### src/design/eic_regs.svh
`ifndef EIC_REGS_SVH
`define EIC_REGS_SVH

// register indices as printed; byte address is four times the index
`define NMI_CTRL_IDX 8'h02
`define NMI_FLAG_IDX 8'h03
`define EVOUT_IDX 8'h04
`define IEN_CLR_IDX 8'h08
`define IEN_SET_IDX 8'h0C
`define LFLAG_IDX 8'h10
`define CFG0_IDX 8'h18
`define CFG1_IDX 8'h1C
`define WPROT_IDX 8'h20
`define NMI_IMASK_IDX 8'h21

// field positions
`define NMI_FILT_BIT 3
`define SENSE_W 3
`define CFG_FIELD_W 4

// reset values
`define NMI_CTRL_RST 8'h00
`define LINE_RST 16'h0000
`define CFG_RST 32'h0000_0000

// glitch filter: input must stand this many cycles
`define FILT_LEN 3

`endif

### src/design/eic_pkg.sv
package eic_pkg;
  typedef enum logic [2:0] {
    SENSE_NONE = 3'b000,
    SENSE_RISE = 3'b001,
    SENSE_FALL = 3'b010,
    SENSE_BOTH = 3'b011,
    SENSE_HIGH = 3'b100,
    SENSE_LOW = 3'b101
  } sense_t;
  typedef enum logic [1:0] {
    RD_IDLE = 2'b00,
    RD_RESP = 2'b01
  } rd_state_t;
endpackage

### src/design/line_detect.sv
`timescale 1ns/100ps
`include "eic_regs.svh"
// one input line: synchroniser, optional glitch filter, trigger match
module line_detect (
  // clock and reset
  input wire logic clk,
  input wire logic rst,
  // pin and configuration
  input wire logic pin,
  input wire logic filter_on,
  input wire logic [2:0] trigger_select,
  // detection
  output logic match
);
  logic sync1_q;
  logic sync2_q;
  logic [1:0] cnt_q;
  logic filt_q;
  logic prev_q;
  logic level;
  logic rise;
  logic fall;
  logic [1:0] cnt_d;

  // two stages before any logic looks at the pin
  always_ff @(posedge clk) begin
    if (rst) begin
      sync1_q <= 1'b0;
      sync2_q <= 1'b0;
    end else begin
      sync1_q <= pin;
      sync2_q <= sync1_q;
    end
  end

  // filter counts consecutive disagreeing samples; short pulses never reach filt_q
  assign cnt_d = (sync2_q == filt_q) ? 2'h0 : cnt_q + 2'h1;
  always_ff @(posedge clk) begin
    if (rst) begin
      cnt_q <= 2'h0;
      filt_q <= 1'b0;
    end else if (cnt_d == 2'(`FILT_LEN)) begin
      cnt_q <= 2'h0;
      filt_q <= sync2_q;
    end else begin
      cnt_q <= cnt_d;
    end
  end

  // filter bypass selects raw synchronised level
  assign level = filter_on ? filt_q : sync2_q;

  always_ff @(posedge clk) begin
    if (rst) begin
      prev_q <= 1'b0;
    end else begin
      prev_q <= level;
    end
  end

  assign rise = level & ~prev_q;
  assign fall = ~level & prev_q;

  // reserved codes detect nothing
  always_comb begin
    case (trigger_select)
      eic_pkg::SENSE_RISE: match = rise;
      eic_pkg::SENSE_FALL: match = fall;
      eic_pkg::SENSE_BOTH: match = rise | fall;
      eic_pkg::SENSE_HIGH: match = level;
      eic_pkg::SENSE_LOW: match = ~level;
      default: match = 1'b0;
    endcase
  end
endmodule

### src/design/eic_core.sv
`timescale 1ns/100ps
`include "eic_regs.svh"
module eic_core #(
  parameter int LINES = 16
) (
  // clock and reset
  input wire logic clk,
  input wire logic rst,
  // axi4-lite write address
  input wire logic [7:0] s_axi_awaddr,
  input wire logic s_axi_awvalid,
  output logic s_axi_awready,
  // axi4-lite write data
  input wire logic [31:0] s_axi_wdata,
  input wire logic [3:0] s_axi_wstrb,
  input wire logic s_axi_wvalid,
  output logic s_axi_wready,
  // axi4-lite write response
  output logic [1:0] s_axi_bresp,
  output logic s_axi_bvalid,
  input wire logic s_axi_bready,
  // axi4-lite read address
  input wire logic [7:0] s_axi_araddr,
  input wire logic s_axi_arvalid,
  output logic s_axi_arready,
  // axi4-lite read data
  output logic [31:0] s_axi_rdata,
  output logic [1:0] s_axi_rresp,
  output logic s_axi_rvalid,
  input wire logic s_axi_rready,
  // pins
  input wire logic nonmaskable_pin,
  input wire logic [LINES-1:0] external_line,
  // outputs to processor and event system
  output logic nonmaskable_irq,
  output logic line_irq,
  output logic [LINES-1:0] line_event
);
  // register state
  logic [7:0] nmi_ctrl_q;
  logic nmi_flag_q;
  logic nmi_imask_q;
  logic [LINES-1:0] evout_q;
  logic [LINES-1:0] ien_q;
  logic [LINES-1:0] lflag_q;
  logic [31:0] cfg0_q;
  logic [31:0] cfg1_q;
  logic wprot_q;

  // bus state
  logic aw_full_q;
  logic [7:0] aw_addr_q;
  logic w_full_q;
  logic [31:0] w_data_q;
  logic [3:0] w_strb_q;
  logic bvalid_q;
  logic [1:0] bresp_q;
  eic_pkg::rd_state_t rd_state_q;
  logic [31:0] rdata_q;
  logic [1:0] rresp_q;

  // output flops
  logic nmi_irq_q;
  logic line_irq_q;
  logic [LINES-1:0] event_q;

  // write channel: each side is captured separately so order does not matter
  wire aw_take = s_axi_awvalid & ~aw_full_q;
  wire w_take = s_axi_wvalid & ~w_full_q;
  wire do_write = aw_full_q & w_full_q & ~bvalid_q;
  wire [5:0] widx = aw_addr_q[7:2];
  wire [31:0] wmask = {{8{w_strb_q[3]}}, {8{w_strb_q[2]}}, {8{w_strb_q[1]}}, {8{w_strb_q[0]}}};
  wire [31:0] wval = w_data_q & wmask;

  wire hit_nmictl_w = (widx == 6'(`NMI_CTRL_IDX));
  wire hit_nmiflg_w = (widx == 6'(`NMI_FLAG_IDX));
  wire hit_evout_w = (widx == 6'(`EVOUT_IDX));
  wire hit_iclr_w = (widx == 6'(`IEN_CLR_IDX));
  wire hit_iset_w = (widx == 6'(`IEN_SET_IDX));
  wire hit_lflag_w = (widx == 6'(`LFLAG_IDX));
  wire hit_cfg0_w = (widx == 6'(`CFG0_IDX));
  wire hit_cfg1_w = (widx == 6'(`CFG1_IDX));
  wire hit_wprot_w = (widx == 6'(`WPROT_IDX));
  wire hit_imask_w = (widx == 6'(`NMI_IMASK_IDX));
  wire w_mapped = hit_nmictl_w | hit_nmiflg_w | hit_evout_w | hit_iclr_w | hit_iset_w
    | hit_lflag_w | hit_cfg0_w | hit_cfg1_w | hit_wprot_w | hit_imask_w;
  // protected registers silently drop writes while protection is on
  wire wr_ok = do_write & ~wprot_q;
  wire [LINES-1:0] wl = wval[LINES-1:0];

  always_ff @(posedge clk) begin
    if (rst) begin
      aw_full_q <= 1'b0;
      aw_addr_q <= 8'h00;
    end else if (aw_take) begin
      aw_full_q <= 1'b1;
      aw_addr_q <= s_axi_awaddr;
    end else if (do_write) begin
      aw_full_q <= 1'b0;
    end
  end

  always_ff @(posedge clk) begin
    if (rst) begin
      w_full_q <= 1'b0;
      w_data_q <= 32'h0000_0000;
      w_strb_q <= 4'h0;
    end else if (w_take) begin
      w_full_q <= 1'b1;
      w_data_q <= s_axi_wdata;
      w_strb_q <= s_axi_wstrb;
    end else if (do_write) begin
      w_full_q <= 1'b0;
    end
  end

  // unmapped address gets slverr
  always_ff @(posedge clk) begin
    if (rst) begin
      bvalid_q <= 1'b0;
      bresp_q <= 2'h0;
    end else if (do_write) begin
      bvalid_q <= 1'b1;
      bresp_q <= w_mapped ? 2'h0 : 2'h2;
    end else if (s_axi_bready) begin
      bvalid_q <= 1'b0;
    end
  end

  // protected configuration registers
  always_ff @(posedge clk) begin
    if (rst) begin
      nmi_ctrl_q <= `NMI_CTRL_RST;
      evout_q <= `LINE_RST;
      ien_q <= `LINE_RST;
      cfg0_q <= `CFG_RST;
      cfg1_q <= `CFG_RST;
    end else if (wr_ok) begin
      if (hit_nmictl_w) nmi_ctrl_q <= {4'h0, wval[3:0]};
      if (hit_evout_w) evout_q <= wl;
      if (hit_iclr_w) ien_q <= ien_q & ~wl;
      if (hit_iset_w) ien_q <= ien_q | wl;
      if (hit_cfg0_w) cfg0_q <= wval;
      if (hit_cfg1_w) cfg1_q <= wval;
    end
  end

  // unprotected control: protection switch and nmi_imask_q, which is stored and read back but gates no output
  always_ff @(posedge clk) begin
    if (rst) begin
      wprot_q <= 1'b0;
      nmi_imask_q <= 1'b1;
    end else if (do_write) begin
      if (hit_wprot_w) wprot_q <= wval[0];
      if (hit_imask_w) nmi_imask_q <= wval[0];
    end
  end

  // detectors
  logic nmi_match;
  logic [LINES-1:0] line_match;
  wire [63:0] cfg_all = {cfg1_q, cfg0_q};

  line_detect nmi_det (
    .clk(clk),
    .rst(rst),
    .pin(nonmaskable_pin),
    .filter_on(nmi_ctrl_q[`NMI_FILT_BIT]),
    .trigger_select(nmi_ctrl_q[2:0]),
    .match(nmi_match)
  );

  // line index is register number times eight plus field position
  genvar g;
  generate
    for (g = 0; g < LINES; g++) begin : g_line
      line_detect det (
        .clk(clk),
        .rst(rst),
        .pin(external_line[g]),
        .filter_on(cfg_all[g*`CFG_FIELD_W+3]),
        .trigger_select(cfg_all[g*`CFG_FIELD_W +: `SENSE_W]),
        .match(line_match[g])
      );
    end
  endgenerate

  // flags: a match in the same cycle as a clear keeps the flag set
  wire nmi_clr = do_write & hit_nmiflg_w & wval[0];
  wire [LINES-1:0] lclr = (do_write & hit_lflag_w) ? wl : '0;
  always_ff @(posedge clk) begin
    if (rst) begin
      nmi_flag_q <= 1'b0;
      lflag_q <= `LINE_RST;
    end else begin
      nmi_flag_q <= nmi_match | (nmi_flag_q & ~nmi_clr);
      lflag_q <= line_match | (lflag_q & ~lclr);
    end
  end

  // interrupt and event outputs, registered
  always_ff @(posedge clk) begin
    if (rst) begin
      nmi_irq_q <= 1'b0;
      line_irq_q <= 1'b0;
      event_q <= `LINE_RST;
    end else begin
      // no enable of any kind may hold back the nonmaskable request
      nmi_irq_q <= nmi_flag_q;
      line_irq_q <= |(lflag_q & ien_q);
      event_q <= line_match & evout_q;
    end
  end

  // read path: one read at a time, answered the cycle after the address
  wire [5:0] ridx = s_axi_araddr[7:2];
  wire ar_take = s_axi_arvalid & (rd_state_q == eic_pkg::RD_IDLE);
  wire [31:0] ien_rd = {{(32-LINES){1'b0}}, ien_q};
  wire hit_nmictl_r = (ridx == 6'(`NMI_CTRL_IDX));
  wire hit_nmiflg_r = (ridx == 6'(`NMI_FLAG_IDX));
  wire hit_evout_r = (ridx == 6'(`EVOUT_IDX));
  wire hit_ien_r = (ridx == 6'(`IEN_CLR_IDX)) | (ridx == 6'(`IEN_SET_IDX));
  wire hit_lflag_r = (ridx == 6'(`LFLAG_IDX));
  wire hit_cfg0_r = (ridx == 6'(`CFG0_IDX));
  wire hit_cfg1_r = (ridx == 6'(`CFG1_IDX));
  wire hit_wprot_r = (ridx == 6'(`WPROT_IDX));
  wire hit_imask_r = (ridx == 6'(`NMI_IMASK_IDX));
  wire [31:0] rd_val =
    hit_nmictl_r ? {24'h000000, nmi_ctrl_q} :
    hit_nmiflg_r ? {31'h0, nmi_flag_q} :
    hit_evout_r ? {{(32-LINES){1'b0}}, evout_q} :
    hit_ien_r ? ien_rd :
    hit_lflag_r ? {{(32-LINES){1'b0}}, lflag_q} :
    hit_cfg0_r ? cfg0_q :
    hit_cfg1_r ? cfg1_q :
    hit_wprot_r ? {31'h0, wprot_q} :
    hit_imask_r ? {31'h0, nmi_imask_q} : 32'h0000_0000;
  wire r_mapped = hit_nmictl_r | hit_nmiflg_r | hit_evout_r | hit_ien_r | hit_lflag_r
    | hit_cfg0_r | hit_cfg1_r | hit_wprot_r | hit_imask_r;

  always_ff @(posedge clk) begin
    if (rst) begin
      rd_state_q <= eic_pkg::RD_IDLE;
      rdata_q <= 32'h0000_0000;
      rresp_q <= 2'h0;
    end else begin
      case (rd_state_q)
        eic_pkg::RD_IDLE: begin
          if (ar_take) begin
            rd_state_q <= eic_pkg::RD_RESP;
            rdata_q <= rd_val;
            rresp_q <= r_mapped ? 2'h0 : 2'h2;
          end
        end
        eic_pkg::RD_RESP: begin
          if (s_axi_rready) rd_state_q <= eic_pkg::RD_IDLE;
        end
        default: rd_state_q <= eic_pkg::RD_IDLE;
      endcase
    end
  end

  // ready flags reflect empty holding stages, so they stand until taken
  always_ff @(posedge clk) begin
    if (rst) begin
      s_axi_awready <= 1'b0;
      s_axi_wready <= 1'b0;
      s_axi_arready <= 1'b0;
    end else begin
      s_axi_awready <= ~(aw_full_q | aw_take) | do_write;
      s_axi_wready <= ~(w_full_q | w_take) | do_write;
      s_axi_arready <= (rd_state_q == eic_pkg::RD_IDLE) & ~ar_take
        | (rd_state_q == eic_pkg::RD_RESP) & s_axi_rready;
    end
  end

  // remaining outputs straight from flops
  assign s_axi_bvalid = bvalid_q;
  assign s_axi_bresp = bresp_q;
  assign s_axi_rvalid = (rd_state_q == eic_pkg::RD_RESP);
  assign s_axi_rdata = rdata_q;
  assign s_axi_rresp = rresp_q;
  assign nonmaskable_irq = nmi_irq_q;
  assign line_irq = line_irq_q;
  assign line_event = event_q;
endmodule

### config.mk
export PLATFORM = sky130hd
export DESIGN_NAME = eic_core
export DESIGN_NICKNAME = d
export VERILOG_FILES = /design/src/design/eic_pkg.sv /design/src/design/line_detect.sv /design/src/design/eic_core.sv
export VERILOG_INCLUDE_DIRS = /design/src /design/src/design
export SDC_FILE = /design/constraint.sdc
export NUM_CORES = 1
export LEC_CHECK = 0
export ABC_CLOCK_PERIOD_IN_PS = 2500
export BUFFER_PORTS_ARGS = -buffer_cell sky130_fd_sc_hd__clkbuf_2
export CAP_MARGIN = 10
export CORE_MARGIN = 1.5
export CORE_UTILIZATION = 58
export CTS_CLUSTER_SIZE = 30
export DETAILED_ROUTE_END_ITERATION = 7
export PLACE_DENSITY = 0.79
export SYNTH_ARGS = -nofsm -noshare
export SYNTH_HDL_FRONTEND = slang
export SYNTH_SLANG_ARGS = --single-unit
### constraint.sdc
create_clock -name clk -period 2.5 [get_ports clk]
set_input_delay 0.5 -clock clk [delete_from_list [all_inputs] [get_ports clk]]
set_output_delay 0.5 -clock clk [all_outputs]
set_load 0.02 [all_outputs]
# Word level (Yosys, flattened, before mapping)
# Cells that the tools add are included.
[classes]
reduce_logical = 32
multipliers = 0
n_bitwise = 138
eq_ne = 142
div_mod_pow = 0
muxes = 73
shift = 0
n_addsub = 17
magnitude_cmp = 0
[ops]
columns = ["cell", "count"]
rows = [
  ["$mux W32", 7],
  ["$eq A3 B2 Y1 const B", 34],
  ["$eq A3 B3 Y1 const B", 34],
  ["$pmux W1 S5", 17],
  ["$and A16 B16 Y16", 4],
  ["$eq A3 B1 Y1 const B", 17],
  ["$mux W16", 3],
  ["$and A1 B1 Y1", 46],
  ["$mux W2", 21],
  ["$not A1 Y1", 42],
  ["$or A1 B1 Y1", 41],
  ["$eq A6 B5 Y1 const B", 6],
  ["$add A2 B1 Y2 const B", 17],
  ["$eq A2 B2 Y1 const B", 17],
  ["$reduce_or A2 Y1", 17],
  ["$and A32 B32 Y32", 1],
  ["$not A16 Y16", 2],
  ["$or A16 B16 Y16", 2],
  ["$eq A6 B2 Y1 const B", 4],
  ["$eq A6 B4 Y1 const B", 4],
  ["$eq A6 B6 Y1 const B", 4],
  ["$mux W1", 24],
  ["$reduce_and A2 Y1", 9],
  ["$eq A1 B1 Y1", 17],
  ["8 further kinds", 12],
]
[word_totals]
in_bits = 76
out_inout_bits = 59
ramBits = 0
mem_bits_ro = 0
mem_count = 0
latchBits = 0
word_cells = 512
regBits = 327

# Longest topological paths before layout
# Gate-level depths: netlist of the first run.
[logic_depth]
ltp_word = 11
ltp_mapped = 8

# Cells and area by module
# Synthesis of the first run repeated with hierarchy kept, for this count alone.
[hier_totals]
cells_unflattened = 1622
hier_area_um2 = 14073.5
[by_module_without_submodules]
columns = ["module", "instances", "cells_per_inst", "seq_area_each_um2", "area_each_um2"]
rows = [
  ["eic_core", 1, 1112, 4404.2, 9160.0],
  ["line_detect", 17, 30, 120.1, 289.0],
]

# Least setup slack after synthesis of the first run
# No wires, ideal clock.
[synth_timing]
path_type = "in2reg"
startpoint = "input port s_axi_araddr[4]"
endpoint = "register rdata_q[11] (netlist: s_axi_rdata[11])"
path_buffers = 2
arrival_time_ns = 1.768
path_stages = 6
path_slack_ns = 0.610
setup_ns = 0.122
path_cell_list = "buf_4 -> clkbuf_1 -> mux2_2 -> a22oi_1 -> a21oi_1 -> a221o_1"
[synth_between]
elab_chain_cells = 8
elab_cells_between_ends = 16
[synth_lines]
columns = ["item", "line", "rtl"]
rows = [
  ["start, declared", "eic_core.sv:23", "input wire logic [7:0] s_axi_araddr,"],
  ["$eq A6 B5 Y1", "eic_core.sv:225", "wire hit_cfg1_r = (ridx == 6'(`CFG1_IDX));"],
  ["$mux W32", "eic_core.sv:235", "hit_cfg1_r ? cfg1_q :"],
  ["$mux W32", "eic_core.sv:234", "hit_cfg0_r ? cfg0_q :"],
  ["$mux W32", "eic_core.sv:233", "hit_lflag_r ? {{(32-LINES){1'b0}}, lflag_q} :"],
  ["$mux W32", "eic_core.sv:232", "hit_ien_r ? ien_rd :"],
  ["$mux W32", "eic_core.sv:231", "hit_evout_r ? {{(32-LINES){1'b0}}, evout_q} :"],
  ["$mux W32", "eic_core.sv:230", "hit_nmiflg_r ? {31'h0, nmi_flag_q} :"],
  ["$mux W32 *", "eic_core.sv:229", "hit_nmictl_r ? {24'h000000, nmi_ctrl_q} :"],
  ["end signal, assigned", "eic_core.sv:251", "rdata_q <= rd_val;"],
  ["end, declared", "eic_core.sv:59", "logic [31:0] rdata_q;"],
]
# Mark *: on every way between the ends. The rest lies on a longest branch, timed or not.
# A chain may end at the register's enable or synchronous reset.

# Final worst setup path of the first run
[layout_timing]
startpoint = "register cfg0_q[3]"
endpoint = "register lflag_q[0]"
[layout_between]
elab_chain_cells = 6
elab_cells_between_ends = 7
[layout_lines]
columns = ["item", "line", "rtl"]
rows = [
  ["start, declared", "eic_core.sv:46", "logic [31:0] cfg0_q;"],
  ["start signal, assigned", "eic_core.sv:136", "cfg0_q <= `CFG_RST;"],
  ["start signal, assigned", "eic_core.sv:143", "if (hit_cfg0_w) cfg0_q <= wval;"],
  ["$mux W1 *", "line_detect.sv:51", "assign level = filter_on ? filt_q : sync2_q;"],
  ["net g_line[0].det.level", "line_detect.sv:20", "logic level;"],
  ["$not A1 Y1", "line_detect.sv:62, line_detect.sv:71", ""],
  ["$and A1 B1 Y1", "line_detect.sv:62", "assign fall = ~level & prev_q;"],
  ["$or A1 B1 Y1", "line_detect.sv:69", "eic_pkg::SENSE_BOTH: match = rise | fall;"],
  ["$pmux W1 S5 *", "line_detect.sv:66", "case (trigger_select)"],
  ["$or A16 B16 Y16 *", "eic_core.sv:197", "lflag_q <= line_match | (lflag_q & ~lclr);"],
  ["end signal, assigned", "eic_core.sv:194", "lflag_q <= `LINE_RST;"],
  ["end signal, assigned", "eic_core.sv:197", ""],
  ["end, declared", "eic_core.sv:45", "logic [LINES-1:0] lflag_q;"],
]
# Mark *: on every way through the listed nets, which the timed path passes. The rest lies on a longest branch.

==> results of run 1 <==
[critical path, cell delays in order (launching register included)]
cell and delay [ns]:
dfxtp_1 0.41, mux2i_1 0.34, inv_1 0.12, ha_1 0.21, o311ai_0 0.76, a21oi_1 0.15
[report_power, final]
group,internal [uW],switching [uW]
Sequential,5230,92.7
Clock,3330,2000
Combinational,198,336
[layout make-up]
type | instances | area, sq um | area share
timing repair buffer | 156 | 922.1 | 0.05978
multi-input combinational | 1084 | 6233 | 0.4041
tap | 285 | 356.6 | 0.02312
clock buffer | 53 | 1056 | 0.06846
sequential | 322 | 6446 | 0.4179
clock inverter | 10 | 155.1 | 0.01006
inverter | 68 | 255.2 | 0.01655
[sequential cells by signal, indices dropped and copies added, names as in the netlist, 32 cells and up, named ones only]
register          count
g_line.det.cnt_q     32
s_axi_rdata          32
cfg1_q               32
cfg0_q               32
w_data_q             32
[final timing paths]
path | startpoint | endpoint | slack (ns)
worst max-delay path | cfg0_q[3] | lflag_q[0] | 0.35
worst min-delay path | external_line[4] | g_line[4].det.sync1_q | 0.20
worst max register to register | cfg0_q[3] | lflag_q[0] | 0.35
worst min register to register | g_line[15].det.cnt_q[0] | g_line[15].det.cnt_q[0] | 0.41
[kinds of logic after synthesis]
group,after synthesis,share of synthesized area
XOR/XNOR,18,0.01179
AND/OR/NAND/NOR,575,0.2006
other,1,0.0002804
flip-flops,322,0.4820
adder cells (fa/ha/maj),34,0.03181
buffers and inverters,163,0.05295
multiplexers,43,0.03303
AO/OA/AOI/OAI,412,0.1876
[layer usage]
metal,up-vias,global-route usage,wire length (um)
li1,5594,-,-
met1,5405,0.3723,14510
met2,473,0.4489,15110
met3,81,0.03705,2396
met4,0,0.1076,961
met5,-,0,0
[stage by stage]
step	instance area, sq um	std cells	utilization	power [uW]
floorplan	13380	1569	-	5761
global placement	14210	1915	0.6278	5942
detailed placement	14210	1915	0.6278	5960
CTS	15420	1978	0.6813	11260
global route	15420	1978	0.6813	11540
finish	15420	1978	0.6813	11190
[cell usage in the layout, fill, tap and decap left out, types with 12 or more instances in the layout]
master     instances
dfxtp_1          322
nand2_1          212
a21oi_1          169
nor2_1           153
clkbuf_2         127
o21ai_0           91
inv_1             68
nand3_1           63
nor2b_1           47
clkbuf_16         37
mux2i_1           34
ha_1              34
or3_1             33
a22oi_1           32
buf_4             23
a31oi_1           19
a21boi_0          17
xnor2_1           17
nor3b_1           16
o311ai_0          14
a221o_1           14
a21o_1            12
==> qor.txt, run 1 <==
IO buf count = 128
P&R area growth vs syn = 15.33%
Setup tns final = 0 ns
Pre-CTS WS = 0.2481 ns
PostCTS Resize Cnt = 0
TritonCTS clock tree = done
Fraction of layout cells with a size suffix above 1 = 0.1441
# DRC = 0
Post-synth EDFFs = 0
Crit end category = register
Grt ovf = 0
RSZ-0062 raised after global routing = false
Vias in the first global route = 10670
Ant. Diodes = 0
Die Ht = 154.9 um
Largest net degree at the start of global routing = 85
GPL Wtd Cong = 0.8559
CP required = 2.85 ns
Async SR Flop Fraction = 0
Outcome = finished, final reports clean
R2r worst-path depth = 5
H-tree levels = 2
Max-slew headroom = 0.3759
First-pass GRT wire length = 53450 um
Most frequent cells after synthesis = dfxtp_1, nand2_1, a21oi_1
Crit share post-route = 0.8586
Vias per std cell = 5.841
DP HPWL = 22120 um
Worst hold path type = primary input to register
Final Hold Vio Count = 0
Synth cell types = 61
Initial antenna violation count = 0
Final wirelength = 32970 um
Hold-fix buffers at CTS = 0
Setup bufs post-CTS = 0
Starting Density = 0.5907
VDD IR max = 0.6890 mV
Top-count cell post-synth = dfxtp_1
Static Leakage = 0.005766 uW
I/O Pins = 135
Die area = 23980 sq um
Crit-path max FO = 3
Filler cells = 1806
Final nets = 1777
Hold path depth = 2
Pwr dens = 725.3 nW/um^2
DIE WIDTH = 154.9 um
CTS sink cnt = 322
Crit path DAT = 2.50 ns
Root Buffer = clkbuf_16
Synth area leader = dfxtp_1
Setup ws final = 0.3536 ns
Minimum clock period after layout = 2.146 ns
ANT nets after route = 0
Final setup viols = 0
FMAX = 465.9 MHz
Iter 0 DRT Violations = 871
CTS Buf Count = 35
Pins Over Slew Limit = 0
CTS Buffer Depth = 3
WS Path Type = register to register
Synth Register Bits = 322
Vias = 11550
Clock slew at reported path FFs = 0.06 ns
Syn Inst Count = 1568
Worst skew pair latency = 0.51 ns
Clk_skew = 0.01477 ns
First-pass DRT Iterations = 7
Row count = 55
Core area = 22640 sq um
Synth warn = 0
GRT Util Overall = 0.2752
Hold slack = 0.1986 ns
Avg Cell Area, Syn = 8.529 sq um
DR WL/cell = 16.67 um
Ranking of synthesized cells by area = dfxtp_1, a21oi_1, nand2_1, nor2_1, o21ai_0
Post-synthesis cell area = 13370 sq um
Total of max-cap violations = 0
Predominant post-synthesis flop cell = dfxtp_1
Post-synth top area share = 0.4820
Register area share after synthesis = 0.4820
Worst setup SP type = register
Worst slew pin tran = 0.9245 ns
Note: power is estimated with default switching activity, not from simulation.
==> run 2: changes to the inputs <==
- MAX_ROUTING_LAYER: unset -> met4
==> qor.txt, run 2 (synthesized netlist as in run 1, its figures left out) <==
First-pass DRT Iterations = 5
# DRC = 0
Most frequent cells in the layout = dfxtp_1, nand2_1, a21oi_1
Vias per std cell = 5.826
P&R area growth vs syn = 15.33%
RSZ-0062 raised after global routing = false
Row count = 55
Initial antenna violation count = 0
DR WL/cell = 16.65 um
Largest net degree at the start of global routing = 85
Core area = 22640 sq um
Total of max-cap violations = 0
Max incr delay on CP = 0.76 ns
Worst skew pair latency = 0.51 ns
Minimum clock period after layout = 2.161 ns
Starting Density = 0.5907
Setup bufs post-CTS = 0
Ant. Diodes = 0
First-pass GRT wire length = 53430 um
Clock slew at reported path FFs = 0.06 ns
Die area = 23980 sq um
Worst hold path type = primary input to register
CTS Buf Count = 35
Setup tns final = 0 ns
CP top delay family = compound AO/OA/AOI/OAI gates
Vias = 11520
Crit-path max FO = 3
Final wirelength = 32940 um
PostCTS Resize Cnt = 0
Leading cell type in the layout, fill and taps excluded = dfxtp_1
CTS Buffer Depth = 3
GPL Wtd Cong = 0.8696
DIE WIDTH = 154.9 um
CTS sink cnt = 322
VDD IR max = 0.6879 mV
GRT Util Overall = 0.2834
DP HPWL = 22120 um
H-tree levels = 2
Critical-path cell list = mux2i_1 -> inv_1 -> ha_1 -> o311ai_0 -> a21oi_1
Die Ht = 154.9 um
FMAX = 462.8 MHz
Grt ovf = 0
Hold slack = 0.1974 ns
Worst setup SP type = register
Max-slew headroom = 0.3819
Vias in the first global route = 10690
Critical-path top delay cell = o311ai_0
I/O Pins = 135
WS Path Type = register to register
Root Buffer = clkbuf_16
ANT nets after route = 0
Iter 0 DRT Violations = 886
TritonCTS clock tree = done
Outcome = finished, final reports clean
Total power = 11190 uW
Clk_skew = 0.01459 ns
Filler cells = 1806
Fraction of layout cells with a size suffix above 1 = 0.1441
Pwr dens = 725.5 nW/um^2
IO buf count = 128
Final nets = 1777
Static Leakage = 0.005766 uW
CP required = 2.85 ns
CP Buf/Inv Count = 1
Final Hold Vio Count = 0
Hold-fix buffers at CTS = 0
Worst slew pin tran = 0.9155 ns
Crit path DAT = 2.51 ns
Final setup viols = 0
Crit end category = register
Crit share post-route = 0.8643
Pins Over Slew Limit = 0
run 2: through the flow:
| step | area [sq um] | worst slack (ns) | utilization | std cells |
|---|---|---|---|---|
| 3_5_place_dp | 14210 | 0.2481 | 0.6278 | 1915 |
| 6_report | 15420 | 0.3392 | 0.6813 | 1978 |
| 3_3_place_gp | 14210 | 0.3057 | 0.6278 | 1915 |
| 2_1_floorplan | 13380 | 0.6103 | - | 1569 |
| 4_1_cts | 15420 | 0.4156 | 0.6813 | 1978 |
| 5_1_grt | 15420 | 0.2602 | 0.6813 | 1978 |
run 2: final timing paths:
check | start | endpoint | slack (ns) | depth (start not counted)
setup / recovery | cfg0_q[3] | lflag_q[0] | 0.34 | 5
hold / removal | external_line[4] | g_line[4].det.sync1_q | 0.20 | 2
setup reg to reg | cfg0_q[3] | lflag_q[0] | 0.34 | 5
hold reg to reg | g_line[15].det.cnt_q[0] | g_line[15].det.cnt_q[0] | 0.41 | 1
run 2: power breakdown:
group	leakage, uW	total [uW]	switching, uW	internal (uW)
sequential	0.00261	5320	93.0	5230
combinational	0.00256	534	336	198
clock	0.000589	5340	2000	3330
run 2: layout make-up:
type,instances,area [sq um],share of cell area
inverter,68,255.2,0.01655
clock buffer,53,1056,0.06846
tap,285,356.6,0.02312
clock inverter,10,155.1,0.01006
sequential,322,6446,0.4179
multi-input combinational,1084,6233,0.4041
timing repair buffer,156,922.1,0.05978
run 2: per-layer routing:
metal  share of wire  up-vias  global-route usage
met5               0        -                   -
met2            0.46      421              0.4494
li1                -     5598                   -
met1            0.44     5433              0.3723
met3           0.075       72             0.03621
met4           0.027        0              0.1076
==> run 3: changes to the inputs <==
- CORE_ASPECT_RATIO: unset -> 1.25
- CORE_UTILIZATION: 58 -> 50
- PLACE_DENSITY: 0.79 -> 0.69
- REMOVE_ABC_BUFFERS: unset -> 1
==> qor.txt, run 3 (synthesized netlist as in run 1, its figures left out) <==
RSZ-0062 raised after global routing = false
Hold-fix buffers at CTS = 0
Crit share post-route = 0.8778
Clk_skew = 0.01118 ns
Iter 0 DRT Violations = 529
GRT Util Overall = 0.2456
Power Internal = 8541 uW
Max-slew headroom = 0.4640
CTS Buffer Depth = 3
Total power = 10950 uW
Vias per std cell = 5.503
CTS sink cnt = 322
ANT nets after route = 0
Most frequent cells in the layout = dfxtp_1, nand2_1, a21oi_1
Leading cell type in the layout, fill and taps excluded = dfxtp_1
First-pass GRT wire length = 52750 um
Met2 usage = 0.4187
# DRC = 0
TritonCTS clock tree = done
Setup bufs post-CTS = 0
PostCTS Resize Cnt = 0
Outcome = finished, final reports clean
VDD IR max = 0.6516 mV
Vias = 11210
Worst slew pin tran = 0.7955 ns
CP required = 2.87 ns
Worst skew pair latency = 0.51 ns
M3 GR Usage = 0.03456
Grt ovf = 0
Die Ht = 185.9 um
FMAX = 455.7 MHz
Total of max-cap violations = 0
Clock slew at reported path FFs = 0.06 ns
Fraction of layout cells with a size suffix above 1 = 0.1450
Crit path DAT = 2.56 ns
Largest net degree at the start of global routing = 133
Final setup viols = 0
Root Buffer = clkbuf_16
DP HPWL = 22280 um
H-tree levels = 2
Pwr dens = 708.2 nW/um^2
Initial antenna violation count = 0
Final nets = 1781
Starting Density = 0.5109
Ant. Diodes = 0
Worst setup SP type = register
Final Hold Vio Count = 0
CTS Buf Count = 34
P&R area growth vs syn = 15.65%
Seq pwr share = 0.485
Crit-path max FO = 5
Met1 GRT Util = 0.2960
First-pass DRT Iterations = 7
Net Sw Frac = 0.2203
I/O Pins = 135
WS Path Type = register to register
Setup tns final = 0 ns
Minimum clock period after layout = 2.195 ns
NetSw = 2414 uW
Logic pwr share = 0.048
Clk pwr share = 0.466
GR peak layer = met2
GPL Wtd Cong = 0.9051
Worst hold path type = primary input to register
Pins Over Slew Limit = 0
Crit end category = register
Static Leakage = 0.005762 uW
DR WL/cell = 16.14 um
Die area = 27740 sq um
Final wirelength = 32860 um
Vias in the first global route = 10440
DIE WIDTH = 149.3 um
Core area = 26180 sq um
Row count = 66
IO buf count = 128
==> run 3: changes by cell type in the layout (fill, tap and decap cells not counted), sizes merged <==
cell      before  now
bufinv         4    2
clkinvlp       2    1
clkbuf       181  182
buf           28   33
==> run 3: power by group through the flow <==
stage,logic [uW],registers (uW),clock network (uW)
floorplan,246,5420,0
global placement,519,5420,0
detailed placement,532,5430,0
CTS,535,5310,5210
global route,594,5320,5440
finish,531,5310,5110
==> run 3: layer usage <==
layer	routed length [um]	vias up
met1	13970	5260
li1	-	5590
met4	958	0
met2	16260	286
met3	1664	69
met5	0	-
==> run 3: area by class of cell <==
type | count | area, sq um
multi-input cells | 1084 | 6233
repair buffers | 161 | 959.7
inverters | 68 | 255.2
clock buffers | 54 | 1060
fillers | 2354 | 10710
clock inverters | 7 | 87.58
flip-flops and latches | 322 | 6446
well taps | 340 | 425.4
==> run 3: worst max-delay path, cell delays in order (launching register included) <==
cell,delay (ns)
dfxtp_1,0.40
mux2i_1,0.41
ha_1,0.23
nor2_1,0.04
o21ai_0,0.18
o311ai_0,0.17
a21o_1,0.24
nor3b_1,0.37
==> run 3: metrics by stage <==
step	instances	hold WS [ns]	area, sq um	setup WS [ns]	utilization
finish	2036	0.1939	15470	0.3054	0.5909
global route	2036	0.1948	15470	0.2224	0.5909
CTS	2036	0.1863	15470	0.4100	0.5909
detailed placement	1975	0.4023	14320	0.2956	0.5470
global placement	1975	0.3972	14320	0.3376	0.5470
floorplan	1474	0.3912	12920	0.2329	-
==> run 3: path summary, 6_finish.rpt <==
| path | start | cells past startpoint | endpoint | slack [ns] |
|---|---|---|---|---|
| hold / removal | external_line[4] | 2 | g_line[4].det.sync1_q | 0.19 |
| setup / recovery | cfg0_q[15] | 7 | line_event[3] | 0.31 |
| setup reg to reg | cfg0_q[15] | 7 | line_event[3] | 0.31 |
| hold reg to reg | g_line[9].det.cnt_q[0] | 1 | g_line[9].det.cnt_q[0] | 0.41 |
